**src/inc/adc_sched_pkg.sv**
```systemverilog
// package: constants and carriers for the conversion group scheduler
// assumes one 100 MHz clock and plain-port configuration from the cpu side
package adc_sched_pkg;
  localparam int NUM_GROUPS    = 8;
  localparam int NUM_CHANS     = 12;
  localparam int MASK_W        = 16;
  localparam int SRC_W         = 6;
  localparam int NUM_SRCS      = 58;
  localparam int SAR_CYCLES    = 12;
  localparam int START_EXTRA   = 1;
  localparam int SMP_W         = 8;
  localparam logic [SRC_W-1:0] SRC_NONE      = 6'h00;
  localparam logic [SRC_W-1:0] SRC_GPIO_LO   = 6'h01;
  localparam logic [SRC_W-1:0] SRC_GPIO_HI   = 6'h09;
  localparam logic [SRC_W-1:0] SRC_CMP_LO    = 6'h0A;
  localparam logic [SRC_W-1:0] SRC_CMP_HI    = 6'h0F;
  localparam logic [SRC_W-1:0] SRC_TMR_LO    = 6'h12;
  localparam logic [SRC_W-1:0] SRC_TMR_HI    = 6'h19;
  localparam logic [SRC_W-1:0] SRC_PWM_LO    = 6'h1A;
  localparam logic [SRC_W-1:0] SRC_PWM_HI    = 6'h21;
  localparam logic [SRC_W-1:0] SRC_EVP_LO    = 6'h22;
  localparam logic [SRC_W-1:0] SRC_EVP_HI    = 6'h39;
  localparam logic [7:0]       GROUP_RST     = 8'h00;
  localparam logic [MASK_W-1:0] MASK_RST     = 16'h0000;

  typedef struct packed {
    logic [7:0] chan_mask_low;
    logic [7:0] chan_mask_high;
    logic [7:0] event_mask_low;
    logic [7:0] event_mask_high;
    logic [SRC_W-1:0] trigger_source_select;
  } group_cfg_t;

  typedef enum logic [1:0] {
    GS_STOPPED,
    GS_IDLING,
    GS_FINAL,
    GS_BUSY
  } group_state_t;
endpackage : adc_sched_pkg

```
**src/design/adc_group_scheduler.sv**
```systemverilog
// conversion group scheduler: entry/execution flags, selection, channel walk
// assumes triggers are synchronous pulses and the sar core timing is counted here
`timescale 1ns/1ps
module adc_group_scheduler
  import adc_sched_pkg::*;
#(
  parameter int NG = NUM_GROUPS,
  parameter int NC = NUM_CHANS
) (
  // clock and reset
  input  wire logic                      sys_clk,
  input  wire logic                      rst_b,
  // configuration
  input  adc_sched_pkg::group_cfg_t      group_cfg [NG],
  input  wire logic [SMP_W-1:0]          sample_cycles,
  input  wire logic [NG-1:0]             cpu_loop_trigger_reg,
  input  wire logic [NG-1:0]             cpu_oneshot_trigger,
  input  wire logic [NG-1:0]             group_done_clear,
  // peripheral trigger sources
  input  wire logic [NUM_SRCS-1:0]       src_events,
  // status
  output logic [NG-1:0]                  group_exec_status_reg,
  output logic [NG-1:0]                  group_entry_status_reg,
  output logic [NG-1:0]                  group_done_flag_reg,
  output adc_sched_pkg::group_state_t    group_state_r [NG],
  // converter core side
  output logic                           sample_en_r,
  output logic [3:0]                     conv_chan_r,
  output logic                           chan_done_r,
  output logic [NG-1:0]                  group_event_r
);
  import adc_sched_pkg::*;

  typedef enum logic [1:0] {
    ST_IDLE,
    ST_SELECT,
    ST_SAMPLE,
    ST_CONVERT
  } seq_state_t;

  logic                rst_meta_b, rst_sync_b;
  seq_state_t          state_r;
  logic [2:0]          grp_r;
  logic [MASK_W-1:0]   left_r;
  logic [8:0]          cnt_r;
  logic                first_r;
  logic [NG-1:0]       ev_trig, trig_any, loop_q_r;
  logic [MASK_W-1:0]   mask_now, emask_now, next_mask;
  logic                grp_any;
  logic [2:0]          grp_idx;
  logic                ch_any;
  logic [3:0]          ch_idx, conv_run_r;
  logic [MASK_W-1:0]   ch_bit;
  logic                last_ch, next_one, clr_last, clr_single;
  logic [NG-1:0]       done_set, exec_clr_entry;
  logic [8:0]          smp_len;

  // reset release through two flops
  always_ff @(posedge sys_clk or negedge rst_b)
  begin
    if (!rst_b)
    begin
      rst_meta_b <= 1'b0;
      rst_sync_b <= 1'b0;
    end
    else
    begin
      rst_meta_b <= 1'b1;
      rst_sync_b <= rst_meta_b;
    end
  end

  // loop request registered: it fires one cycle behind the one-shot
  always_ff @(posedge sys_clk or negedge rst_sync_b)
  begin
    if (!rst_sync_b)
      loop_q_r <= GROUP_RST;
    else
      loop_q_r <= cpu_loop_trigger_reg;
  end

  genvar g;
  generate
    for (g = 0; g < NG; g++)
    begin : g_trig
      trig_select u_sel (
        .src_events (src_events),
        .sel        (group_cfg[g].trigger_source_select),
        .trig       (ev_trig[g])
      );
    end
  endgenerate

  assign trig_any = ev_trig | cpu_oneshot_trigger | loop_q_r;

  // mask only channels 0..11 may be used
  localparam logic [MASK_W-1:0] CH_VALID = MASK_W'((1 << NC) - 1);
  assign mask_now  = {group_cfg[grp_r].chan_mask_high,
                      group_cfg[grp_r].chan_mask_low} & CH_VALID;
  assign emask_now = {group_cfg[grp_r].event_mask_high,
                      group_cfg[grp_r].event_mask_low};
  assign next_mask = {group_cfg[grp_idx].chan_mask_high,
                      group_cfg[grp_idx].chan_mask_low} & CH_VALID;

  lowest_pick #(.W(NG), .IW(3)) u_grp (
    .req (group_entry_status_reg),
    .any (grp_any),
    .idx (grp_idx)
  );

  lowest_pick #(.W(MASK_W), .IW(4)) u_ch (
    .req (left_r),
    .any (ch_any),
    .idx (ch_idx)
  );

  assign ch_bit  = MASK_W'(1) << ch_idx;
  assign last_ch = ((left_r & ~ch_bit) == '0);
  assign smp_len = (sample_cycles == '0) ? 9'd256 : {1'b0, sample_cycles};

  // entry drops when the last channel starts sampling; with one channel (or none)
  // it drops on the edge that raises the execution bit, so no stale entry reruns it
  assign clr_last       = state_r == ST_SAMPLE && cnt_r == '0 && last_ch && left_r != mask_now;
  assign next_one       = (next_mask & (next_mask - MASK_W'(1))) == '0;
  assign clr_single     = next_one && grp_any && (state_r == ST_SELECT || |done_set);
  assign exec_clr_entry = (clr_last ? NG'(1) << grp_r : NG'(0))
                          | (clr_single ? NG'(1) << grp_idx : NG'(0));

  // done when final channel conversion ends
  assign done_set = (state_r == ST_CONVERT && cnt_r == 9'(SAR_CYCLES - 1) && last_ch)
                    ? NG'(1) << grp_r : NG'(0);

  // entry flags
  always_ff @(posedge sys_clk or negedge rst_sync_b)
  begin
    if (!rst_sync_b)
      group_entry_status_reg <= GROUP_RST;
    else
      // set already entered is a no-op, so repeats never accumulate
      group_entry_status_reg <= (group_entry_status_reg & ~exec_clr_entry)
                                | trig_any;
  end

  // completion flags, hardware set wins over clear
  always_ff @(posedge sys_clk or negedge rst_sync_b)
  begin
    if (!rst_sync_b)
      group_done_flag_reg <= GROUP_RST;
    else
      group_done_flag_reg <= (group_done_flag_reg & ~group_done_clear)
                             | done_set;
  end

  // sequencer
  always_ff @(posedge sys_clk or negedge rst_sync_b)
  begin
    if (!rst_sync_b)
    begin
      state_r               <= ST_IDLE;
      grp_r                 <= '0;
      left_r                <= MASK_RST;
      cnt_r                 <= '0;
      first_r               <= 1'b0;
      group_exec_status_reg <= GROUP_RST;
    end
    else
    begin
      case (state_r)
        ST_IDLE:
        begin
          if (grp_any)
          begin
            state_r <= ST_SELECT;
            first_r <= 1'b1;
          end
        end
        ST_SELECT:
        begin
          // pick taken only when idle or after completion
          grp_r                 <= grp_idx;
          group_exec_status_reg <= GROUP_RST;
          group_exec_status_reg[grp_idx] <= 1'b1;
          left_r  <= next_mask;
          cnt_r   <= '0;
          state_r <= grp_any ? ST_SAMPLE : ST_IDLE;
        end
        ST_SAMPLE:
        begin
          if (!ch_any)
          begin
            // empty mask: finish at once
            group_exec_status_reg <= GROUP_RST;
            state_r <= ST_IDLE;
          end
          else if (cnt_r == 9'(smp_len - 9'(1) + 9'(first_r ? START_EXTRA : 0)))
          begin
            cnt_r   <= '0;
            first_r <= 1'b0;
            state_r <= ST_CONVERT;
          end
          else
            cnt_r <= cnt_r + 9'd1;
        end
        ST_CONVERT:
        begin
          if (cnt_r == 9'(SAR_CYCLES - 1))
          begin
            cnt_r  <= '0;
            left_r <= left_r & ~ch_bit;
            if (last_ch)
            begin
              group_exec_status_reg <= GROUP_RST;
              // back-to-back group keeps the shorter timing
              if (grp_any)
              begin
                grp_r  <= grp_idx;
                group_exec_status_reg[grp_idx] <= 1'b1;
                left_r <= next_mask;
                state_r <= ST_SAMPLE;
              end
              else
                state_r <= ST_IDLE;
            end
            else
              state_r <= ST_SAMPLE;
          end
          else
            cnt_r <= cnt_r + 9'd1;
        end
        default:
          state_r <= ST_IDLE;
      endcase
    end
  end

  // core side outputs and events
  always_ff @(posedge sys_clk or negedge rst_sync_b)
  begin
    if (!rst_sync_b)
    begin
      sample_en_r   <= 1'b0;
      conv_chan_r   <= '0;
      chan_done_r   <= 1'b0;
      group_event_r <= GROUP_RST;
    end
    else
    begin
      sample_en_r   <= (state_r == ST_SAMPLE) && ch_any;
      conv_chan_r   <= ch_idx;
      chan_done_r   <= (state_r == ST_CONVERT) && (cnt_r == 9'(SAR_CYCLES - 1));
      group_event_r <= '0;
      if (state_r == ST_CONVERT && cnt_r == 9'(SAR_CYCLES - 1) && emask_now[ch_idx])
        group_event_r[grp_r] <= 1'b1;
    end
  end

  // state decode per group
  generate
    for (g = 0; g < NG; g++)
    begin : g_state
      always_ff @(posedge sys_clk or negedge rst_sync_b)
      begin
        if (!rst_sync_b)
          group_state_r[g] <= GS_STOPPED;
        else
          group_state_r[g] <= group_state_t'({group_exec_status_reg[g],
                                              group_entry_status_reg[g]});
      end
    end
  endgenerate

  // helper for the sar length check: a counter, since long repeats bloat the checker
  always_ff @(posedge sys_clk)
    conv_run_r <= (state_r == ST_CONVERT) ? conv_run_r + 4'd1 : 4'd0;
endmodule : adc_group_scheduler

```
**src/design/lowest_pick.sv**
```systemverilog
// lowest set bit picker with any and index outputs
// assumes combinational use inside the scheduler
`timescale 1ns/1ps
module lowest_pick #(
  parameter int W  = 16,
  parameter int IW = 4
) (
  // request vector
  input  wire logic [W-1:0]  req,
  // result
  output logic               any,
  output logic [IW-1:0]      idx
);
  always_comb
  begin
    any = 1'b0;
    idx = '0;
    for (int i = W - 1; i >= 0; i--)
    begin
      if (req[i])
      begin
        any = 1'b1;
        idx = IW'(i);
      end
    end
  end
endmodule : lowest_pick

```
**src/design/trig_select.sv**
```systemverilog
// per-group trigger source multiplexer
// assumes peripheral events are one-cycle pulses synchronous to sys_clk
`timescale 1ns/1ps
module trig_select
  import adc_sched_pkg::*;
#(
  parameter int NS = NUM_SRCS
) (
  // source vector, bit 0 unused
  input  wire logic [NS-1:0]    src_events,
  input  wire logic [SRC_W-1:0] sel,
  // selected trigger
  output logic                  trig
);
  always_comb
  begin
    // source zero means no event trigger
    if (sel == SRC_NONE || int'(sel) >= NS)
      trig = 1'b0;
    else
      trig = src_events[sel];
  end
endmodule : trig_select

```
**config.mk**
```make
export PLATFORM = sky130hd
export DESIGN_NAME = adc_group_scheduler
export DESIGN_NICKNAME = d
export VERILOG_FILES = /design/src/inc/adc_sched_pkg.sv /design/src/design/adc_group_scheduler.sv /design/src/design/lowest_pick.sv /design/src/design/trig_select.sv
export SDC_FILE = /design/constraint.sdc
export NUM_CORES = 1
export LEC_CHECK = 0
export ABC_CLOCK_PERIOD_IN_PS = 3600
export BUFFER_PORTS_ARGS = -buffer_cell sky130_fd_sc_hd__clkbuf_2
export CAP_MARGIN = 20
export CORE_MARGIN = 2
export CORE_UTILIZATION = 39
export DETAILED_ROUTE_END_ITERATION = 10
export GPL_TIMING_DRIVEN = 0
export PLACE_DENSITY = 0.67
export SYNTH_ARGS = -nofsm -noshare
export SYNTH_HDL_FRONTEND = slang
export SYNTH_SLANG_ARGS = --single-unit
```
**constraint.sdc**
```tcl
create_clock -name sys_clk -period 3.6 [get_ports sys_clk]
set_input_delay 0.18 -clock sys_clk [delete_from_list [all_inputs] [get_ports sys_clk]]
set_output_delay 0.18 -clock sys_clk [all_outputs]
set_load 0.02 [all_outputs]
```
# ---- Word level (Yosys, flattened, before mapping)
# Cells that the tools add are included.
dict set report totals {
  out_inout_bits 54
  in_bits 396
  mem_bits_ro 0
  ram_bits 0
  word_cells 242
  latchBits 0
  memories 0
  ff_bits 95
}
dict set report classes {
  reduce_logical 43
  n_lt_le_gt_ge 23
  div_mod_pow 0
  n_eq_ne 14
  mux 118
  n_bitwise 14
  n_addsub 4
  shift 3
  mul 0
}
# op n
set op_table {}
lappend op_table {{binary-select mux 38 bit (select 3 bit)} 2}
lappend op_table {{two-way mux 38 bit} 4}
lappend op_table {{two-way mux 4 bit} 16}
lappend op_table {{two-way mux 8 bit} 8}
lappend op_table {{< comparator 6 x 7 -> 1 bit (second input constant)} 8}
lappend op_table {{binary-select mux 1 bit (select 6 bit)} 8}
lappend op_table {{greater-or-equal comparator 6 bit (second input constant)} 8}
lappend op_table {{zero test 6 bit} 8}
lappend op_table {{two-way mux 16 bit} 3}
lappend op_table {{two-way mux 1 bit} 47}
lappend op_table {{bitwise OR 8 bit} 5}
lappend op_table {{two-way mux 9 bit} 4}
lappend op_table {{two-way mux 3 bit} 11}
lappend op_table {{zero test 16 bit} 2}
lappend op_table {{case mux 16 bit (2 select lines)} 1}
lappend op_table {{case mux 9 bit (3 select lines)} 1}
lappend op_table {{case mux 8 bit (3 select lines)} 1}
lappend op_table {{AND 12 x 16 -> 16 bit} 1}
lappend op_table {{AND 16 bit} 1}
lappend op_table {{AND 8 bit} 2}
lappend op_table {{inequality test 16 x 12 -> 1 bit} 1}
lappend op_table {{inverter 16 bit} 1}
lappend op_table {{inverter 8 bit} 2}
lappend op_table {{left shift 1 x 3 -> 8 bit (first input constant)} 2}
lappend op_table {{33 further kinds} 72}

# ---- Longest topological paths before layout
# Gate-level depths: netlist of run 1.
dict set report depth {
  depth_word 30
  depth_mapped 14
  depth_no_buf 13
}

# ---- By module
# A second synthesis of run 1 with hierarchy kept.
dict set report unflattened {
  cells_unflattened 1252
  area_unflattened_um2 12255.5
}
# mod instances area_per_inst_um2 seq_area_each_um2 cells_each
set by_module_without_submodules {}
lappend by_module_without_submodules {adc_group_scheduler 1 7512.2 2377.3 814}
lappend by_module_without_submodules {trig_select 8 560.5 0.0 49}
lappend by_module_without_submodules {{lowest_pick (u_ch)} 1 178.9 0.0 33}
lappend by_module_without_submodules {{lowest_pick (u_grp)} 1 80.1 0.0 13}

# ---- Worst setup path before layout of run 1
# Ideal clock, no wire load.
dict set report synth_timing {
  path_kind {flip-flop to flip-flop}
  start {register group_entry_status_reg[6]}
  end {register group_entry_status_reg[0]}
  slack_ns 0.214
  path_stages_with_launch 11
  t_arrival_ns 3.256
  synth_period_minus_slack_ns 3.386
  setup_ns 0.130
  n_path_buf 0
  required_time_ns 3.470
  path_cell_list {dfrtp_1 > nand2b_1 > a221oi_4 > nor3_4 > a221o_1 > a22o_1 > a211o_1 > maj3_2 > a211o_1 > nor3_4 > o21ai_2}
}
dict set report synth_between {
  elab_chain_cells 21
}
# element line
set synth_rtl {}
lappend synth_rtl {{start: declaration} adc_group_scheduler.sv:23} ;# output logic [NG-1:0] group_entry_status_reg,
lappend synth_rtl {{start signal: assignment} adc_group_scheduler.sv:140} ;# group_entry_status_reg <= (group_entry_status_reg & ~exec_clr_entry)
lappend synth_rtl {{two-way mux 3 bit (7 in a row)} lowest_pick.sv:20} ;# if (req[i])
lappend synth_rtl {{inverter 3 -> 4 bit (implied by the code)} {adc_group_scheduler.sv:102, adc_group_scheduler.sv:103}}
lappend synth_rtl {{binary-select mux 38 bit (select 3 bit)} {adc_group_scheduler.sv:102, adc_group_scheduler.sv:103}}
lappend synth_rtl {{two-way mux 38 bit (implied by the code) (2 in a row)} adc_group_scheduler.sv:103} ;# group_cfg[grp_idx].chan_mask_low} & CH_VALID;
lappend synth_rtl {{subtractor 12 x 1 -> 13 bit} adc_group_scheduler.sv:124} ;# assign next_one = (next_mask & (next_mask - MASK_W'(1))) == '0;
lappend synth_rtl {{AND 12 x 16 -> 16 bit} adc_group_scheduler.sv:124}
lappend synth_rtl {{zero test 16 bit} adc_group_scheduler.sv:124}
lappend synth_rtl {{logical AND 1 bit (2 in a row)} adc_group_scheduler.sv:125} ;# assign clr_single = next_one && grp_any && (state_r == ST_SELECT || |done_set);
lappend synth_rtl {{two-way mux 8 bit *} adc_group_scheduler.sv:127} ;# | (clr_single ? NG'(1) << grp_idx : NG'(0));
lappend synth_rtl {{bitwise OR 8 bit *} adc_group_scheduler.sv:127}
lappend synth_rtl {{inverter 8 bit *} adc_group_scheduler.sv:140}
lappend synth_rtl {{AND 8 bit *} adc_group_scheduler.sv:140}
lappend synth_rtl {{bitwise OR 8 bit *} adc_group_scheduler.sv:141} ;# | trig_any;
# Every way passes the cells marked *; elsewhere a longest branch is shown, timed or not. The select of a mux whose other input is x is not followed.
# A chain may end at the register's enable or synchronous reset.

# ---- Worst setup path in the final report of run 1
dict set report layout_timing {
  start {register group_entry_status_reg[4]}
  end {register group_entry_status_reg[5]}
}
dict set report layout_between {
  elab_chain_cells 19
}
# element line
set layout_rtl {}
lappend layout_rtl {{two-way mux 3 bit (5 in a row)} lowest_pick.sv:20}
lappend layout_rtl {{inverter 3 -> 4 bit (implied by the code)} {adc_group_scheduler.sv:102, adc_group_scheduler.sv:103}}
lappend layout_rtl {{binary-select mux 38 bit (select 3 bit)} {adc_group_scheduler.sv:102, adc_group_scheduler.sv:103}}
lappend layout_rtl {{two-way mux 38 bit (implied by the code) (2 in a row)} adc_group_scheduler.sv:103}
lappend layout_rtl {{subtractor 12 x 1 -> 13 bit} adc_group_scheduler.sv:124}
lappend layout_rtl {{AND 12 x 16 -> 16 bit} adc_group_scheduler.sv:124}
lappend layout_rtl {{zero test 16 bit} adc_group_scheduler.sv:124}
lappend layout_rtl {{logical AND 1 bit (2 in a row)} adc_group_scheduler.sv:125}
lappend layout_rtl {{two-way mux 8 bit *} adc_group_scheduler.sv:127}
lappend layout_rtl {{bitwise OR 8 bit *} adc_group_scheduler.sv:127}
lappend layout_rtl {{inverter 8 bit *} adc_group_scheduler.sv:140}
lappend layout_rtl {{AND 8 bit *} adc_group_scheduler.sv:140}
lappend layout_rtl {{bitwise OR 8 bit *} adc_group_scheduler.sv:141}
# Marks and branches as above.

==> flow_summary.ini, run 1 <==
[cts]
cts.sinks = 95
clk_latency_ns = 0.37
cts.reportedPaths.clkPinSlew_ns = 0.07
cts_buffer_depth = 2
cts_tree = built
htree_num_levels = 3
cts_root_buffer = clkbuf_16
cts_buffers = 9

[die]
die_w_um = 173.5
initial_core_util_pct = 39.37
core_area_mm2 = 0.02847
io_pins = 450
num_rows = 62
die_h_um = 173.5
die_area_mm2 = 0.03011

[layout]
final_common_cell = clkbuf_2
final_nets = 1820
areaGrowthSynthToFinish_pct = 30.52
nFillCells = 2625
final_cell_mix = clkbuf_2 (393), mux4_2 (203), dfrtp_1 (86), nor2_1 (59)
final_util_pct = 51.38
top_regs = group_state_r (16), left_r (16), cnt_r (9)
drive_above_1_share_pct = 51.23
multi_input_area_mm2 = 0.008554
regArea_mm2 = 0.002391

[global_route]
grt.total_usage_pct = 31.87
grt_overflow = 0
grt_max_degree = 63
antenna_found_initial = 2
grt_pass1_wl_mm = 72.88
grt_pass1_vias = 11567

[hold_path]
hold_depth = 2
hp-class = in -> reg
min_from = group_done_clear[0]
hold_end = group_done_flag_reg[0]

[sta]
rsz0062_at_grt = yes
drv_slew = 0
hold_violations = 0
tightestPinTransition_ns = 1.036
setup_ws_ns = 0.06024
finClkSkew_ns = 0.01451
timing.fmax_mhz = 282.5
period_minus_slack_ns = 3.540
max-slew-margin-rel_pct = 30.96
min_period_over_period_pct = 98.33
finalSetupViolCount = 0

[synthesis]
synth-edff-count = 0
synth_nets = 1385
ys.flop_type = dfrtp_1
synth.top_cell.area_share_pct = 40.79
syn_area_mm2 = 0.01121
synth_area_leader_cell = mux4_2
avgSynthCellArea_um2 = 11.38
synth_seq_area_share_pct = 21.21
synthTopCellsByArea = mux4_2 (41%), dfrtp_1 (21%), mux2i_1 (3.5%), o21ai_0 (2.6%), a221o_1 (2.1%)
ys_ff_latch = 95
synth_cell_types = 78
synth_cells = 985
ys_async_sr_fraction_pct = 100.0
yosysWarnings = 0

[placed_design]
gp_congestion = 0.9985
pre_cts_slack_ns = -0.9112
dp_hpwl_mm = 39.54
portBuffers = 387

[critical_path]
end_kind = register
startpoint_type = register
timing.rr.end = group_entry_status_reg[5]
crit_arrival_ns = 3.76
worstSetupPathType = reg -> reg
cp.required_ns = 3.82
path_max_fanout = 9
r2r_cells = 13
crit-reg2reg-launch = group_entry_status_reg[4]
reg2reg_slack_ns = 0.06

[route]
ant_nets = 0
route.detailed.drc = 0
wl_per_cell_um = 27.20
drt_iter0_markers = 1387
firstDrtPassIters = 5
vias = 11981
vias_per_cell = 6.619
drt-total-wl_mm = 49.24

[flow_run]
drv_cap = 0

[pwr]
leakage_nw = 6.106
ir_worst_vdd_mv = 0.2283
power.density_mw_per_mm2 = 352.4

[run_status]
outcome = finished, final reports clean
## what timing repair did
item	in CTS	in global routing
endpoints found under the setup margin	39	49
buffers inserted	12	14
endpoints found under the hold margin	14	1
gates resized for setup	58	46
hold buffers	13	1
pin swaps	9	15
## critical path: stages, from the launching register on
cell and delay [ns]:
dfrtp_2 0.45, buf_8 0.16, nor4_4 0.37, nor2_4 0.15, a221o_1 0.29, a221o_1 0.36
a222oi_1 0.31, buf_4 0.19, o21ai_2 0.07, maj3_2 0.32, a211o_4 0.31, nor3_4 0.20
buf_12 0.15, a22oi_2 0.05
## cell usage after synthesis, types with 20 or more instances
library cell	n
nand2_1	59
inv_1	31
nor3_1	24
dfrtp_1	95
nor2_1	62
a221o_1	24
clkbuf_1	59
o21ai_0	59
buf_1	25
nor4_1	20
mux4_2	203
mux2i_1	39
## worst max path at each step
stage,start,end,depth (start not counted)
floorplan,group_entry_status_reg[6],group_entry_status_reg[0],10
global placement,group_entry_status_reg[3],group_entry_status_reg[3],11
detailed placement,group_entry_status_reg[2],group_entry_status_reg[3],10
CTS,group_entry_status_reg[5],group_entry_status_reg[1],13
global route,group_entry_status_reg[4],group_entry_status_reg[7],13
finish,group_entry_status_reg[4],group_entry_status_reg[5],13
## metrics by stage
step	hold WS [ns]	total power, mW	TNS, ns	cell area, µm²	instances
floorplan	-0.1156	2.933	0	11210	985
global placement	-0.03292	3.852	-78.40	13630	1756
detailed placement	-0.02980	3.865	-19.33	13690	1760
CTS	0.002035	5.043	0	14450	1797
global route	0.007229	5.375	-0.2426	14630	1809
finish	0.008486	5.156	0	14630	1810
## logic make-up (layout without fill, tap and decap cells)
logic type / count (synthesis) / count (layout) / share of synthesized area (%)
and+or+nand+nor: 262 / 262 / 12.51
muxes: 251 / 251 / 45.18
AOI/OAI and AO/OA: 221 / 221 / 14.28
buffers and inverters: 126 / 566 / 4.354
DFF: 95 / 95 / 21.21
xor gates and xnor gates: 23 / 23 / 1.797
adders and majority gates: 6 / 6 / 0.6363
other: 1 / 2 / 0.03346
## per-layer routing
layer / vias up / wire length, µm / GRT usage, %
li1: 4977 / - / -
met1: 5899 / 19140 / 45.12
met2: 971 / 21860 / 47.02
met3: 132 / 6561 / 9.605
met4: 2 / 1669 / 10.17
met5: - / 10 / 0
## report_power, final
part           internal, mW  total (mW)  switching (mW)
combinational          1.07        2.59            1.52
sequential             1.21        1.44           0.227
clock                 0.628        1.13           0.503
## cell type report
class | count | area share (%)
Antenna cell | 1 | 0.01711
Buffer | 86 | 2.780
Clock buffer | 9 | 1.540
Clock inverter | 7 | 0.7783
Inverter | 34 | 0.8809
Multi-Input combinational cell | 764 | 58.48
Sequential cell | 95 | 16.34
Tap cell | 384 | 3.284
Timing Repair Buffer | 430 | 15.90
No activity file was read; power rests on OpenSTA's default activity.
==> run 2, diff against run 1 <==
CORE_AREA = 2 2 177 179   (was unset)
CORE_MARGIN = unset   (was 2)
CORE_UTILIZATION = unset   (was 39)
DIE_AREA = 0 0 179 181   (was unset)
PLACE_DENSITY = unset   (was 0.67)
==> run 2 against run 1 <==
Net effect:
- register-to-register slack improved by 0.03 ns
- global-route usage decreased by 1.6 points
- sequential power about the same
- routed wire length increased by 0.53%
- combinational power decreased by 3%
- total power decreased by 4.2%
- fmax increased by 0.75%
- non-clock buffer count decreased by 8
- die area increased by 7.6%
- utilization decreased by 3.5 points
- clock skew decreased by 0.0035 ns
==> flow_summary.ini, run 2 (same netlist as run 1, synthesis figures left out) <==
[sta]
finalSetupViolCount = 0
timing.fmax_mhz = 284.6
setup_ws_ns = 0.08646
tightestPinTransition_ns = 1.083
min_period_over_period_pct = 97.60
hold_slack_ns = 0.01322
hold_violations = 0
drv_slew = 0
rsz0062_at_grt = yes
finClkSkew_ns = 0.01103
finalSetupTns_ns = 0
period_minus_slack_ns = 3.514
max-slew-margin-rel_pct = 27.81

[cts]
htree_num_levels = 3
cts_root_buffer = clkbuf_16
cts_tree = built
cts.sinks = 95
clk_latency_ns = 0.36
cts_buffers = 9
cts.reportedPaths.clkPinSlew_ns = 0.08
cts_buffer_depth = 2

[layout]
finalNonFillerCells = 1816
final_util_pct = 47.90
top_regs = group_state_r (16), left_r (16), cnt_r (9)
areaGrowthSynthToFinish_pct = 29.69
final_nets = 1812
final_cell_mix = clkbuf_2 (391), mux4_2 (203), dfrtp_1 (85), nor2_1 (57), nand2_1 (57)
final_common_cell = clkbuf_2
drive_above_1_share_pct = 50.53
finalInstanceArea_mm2 = 0.01454

[route]
route.detailed.drc = 0
vias_per_cell = 6.466
firstDrtPassIters = 8
ant_nets = 0
vias = 11743
drt-total-wl_mm = 49.50
wl_per_cell_um = 27.26
drt_iter0_markers = 1211

[critical_path]
setup.worst_path.start = group_entry_status_reg[4]
startpoint_type = register
end_kind = register
crit-reg2reg-launch = group_entry_status_reg[4]
cp.required_ns = 3.82
path_max_fanout = 10
crit_arrival_ns = 3.73
worstSetupPathType = reg -> reg

[die]
die_w_um = 179
die_area_mm2 = 0.03240
io_pins = 450
initial_core_util_pct = 36.93
core_area_mm2 = 0.03035
die_h_um = 181
num_rows = 64

[placed_design]
placed_cells = 1770
place_area_mm2 = 0.01368
gp_congestion = 0.9734
dp_hpwl_mm = 40.45
portBuffers = 387
pre_cts_slack_ns = -0.6507

[global_route]
grt_pass1_vias = 11655
grt_pass1_wl_mm = 73.43
antenna_found_initial = 5
grt_max_degree = 63
grt_overflow = 0
grt.total_usage_pct = 30.24

[pwr]
power.total_mw = 4.939
ir_worst_vdd_mv = 0.2126
leakage_nw = 6.015
power.density_mw_per_mm2 = 339.7

[run_status]
outcome = finished, final reports clean

[hold_path]
min_from = group_done_clear[0]
hp-class = in -> reg

[flow_run]
drv_cap = 0
[run 2: cell types whose count changed in the layout (fill, tap and decap cells not counted), moves of 3 or more]
cell      delta
buf_2        -4
o21ai_1      +4
a211oi_1     +3
a211oi_2     -3
[run 2: timing repair]
| action | 4_1_cts | 5_1_grt |
|---|---|---|
| hold buffers | 14 | 1 |
| pin swaps | 7 | 8 |
| gates resized for setup | 45 | 50 |
| gates cloned | 0 | 0 |
| setup buffers | 11 | 11 |
| endpoints found under the setup margin | 38 | 50 |
| hold endpoints to repair | 15 | 1 |
[run 2: critical path: stages, from the launching register on]
cell	delay, ns
dfrtp_2	0.45
buf_4	0.21
nor4_4	0.29
nor2_4	0.16
a221o_1	0.30
a221o_1	0.32
a222oi_1	0.41
o21ai_1	0.16
maj3_2	0.35
a211o_4	0.34
nor4_1	0.28
o21ai_1	0.10
[run 2: area by class of cell]
class                      count  area [µm²]
timing repair buffer         426        2300
inverter                      34       131.4
clock inverter                 7       86.33
clock buffer                   9       225.2
sequential                    95        2395
multi-input combinational    764        8531
tap                          396       495.5
fill                        2886       15810
antenna                        3       7.507
buffer                        82       365.4
[run 2: per-layer routing]
layer | up-vias | GRT usage, % | wire length (µm)
met5 | - | 0 | 23
met4 | 4 | 6.894 | 1144
met3 | 90 | 7.765 | 5806
met2 | 811 | 47.32 | 23220
met1 | 5881 | 42.18 | 19310
li1 | 4957 | - | -
[run 2: power breakdown]
part / leakage, nW / switching [mW] / internal [mW]
logic: 4.69 / 1.46 / 1.06
clock network: 0.151 / 0.498 / 0.498
registers: 1.17 / 0.211 / 1.21
[run 2: path summary, 6_finish.rpt]
| kind | to | slack [ns] | cells after the start |
|---|---|---|---|
| setup reg to reg | group_entry_status_reg[1] | 0.09 | 11 |
| setup / recovery | group_entry_status_reg[1] | 0.09 | 11 |
| max in group asynchronous | group_state_r[7] | 2.62 | 1 |
| hold reg to reg | loop_q_r[2] | 0.29 | 0 |
| min in group asynchronous | rst_sync_b | 0.12 | 2 |
| hold / removal | group_done_flag_reg[0] | 0.01 | 2 |
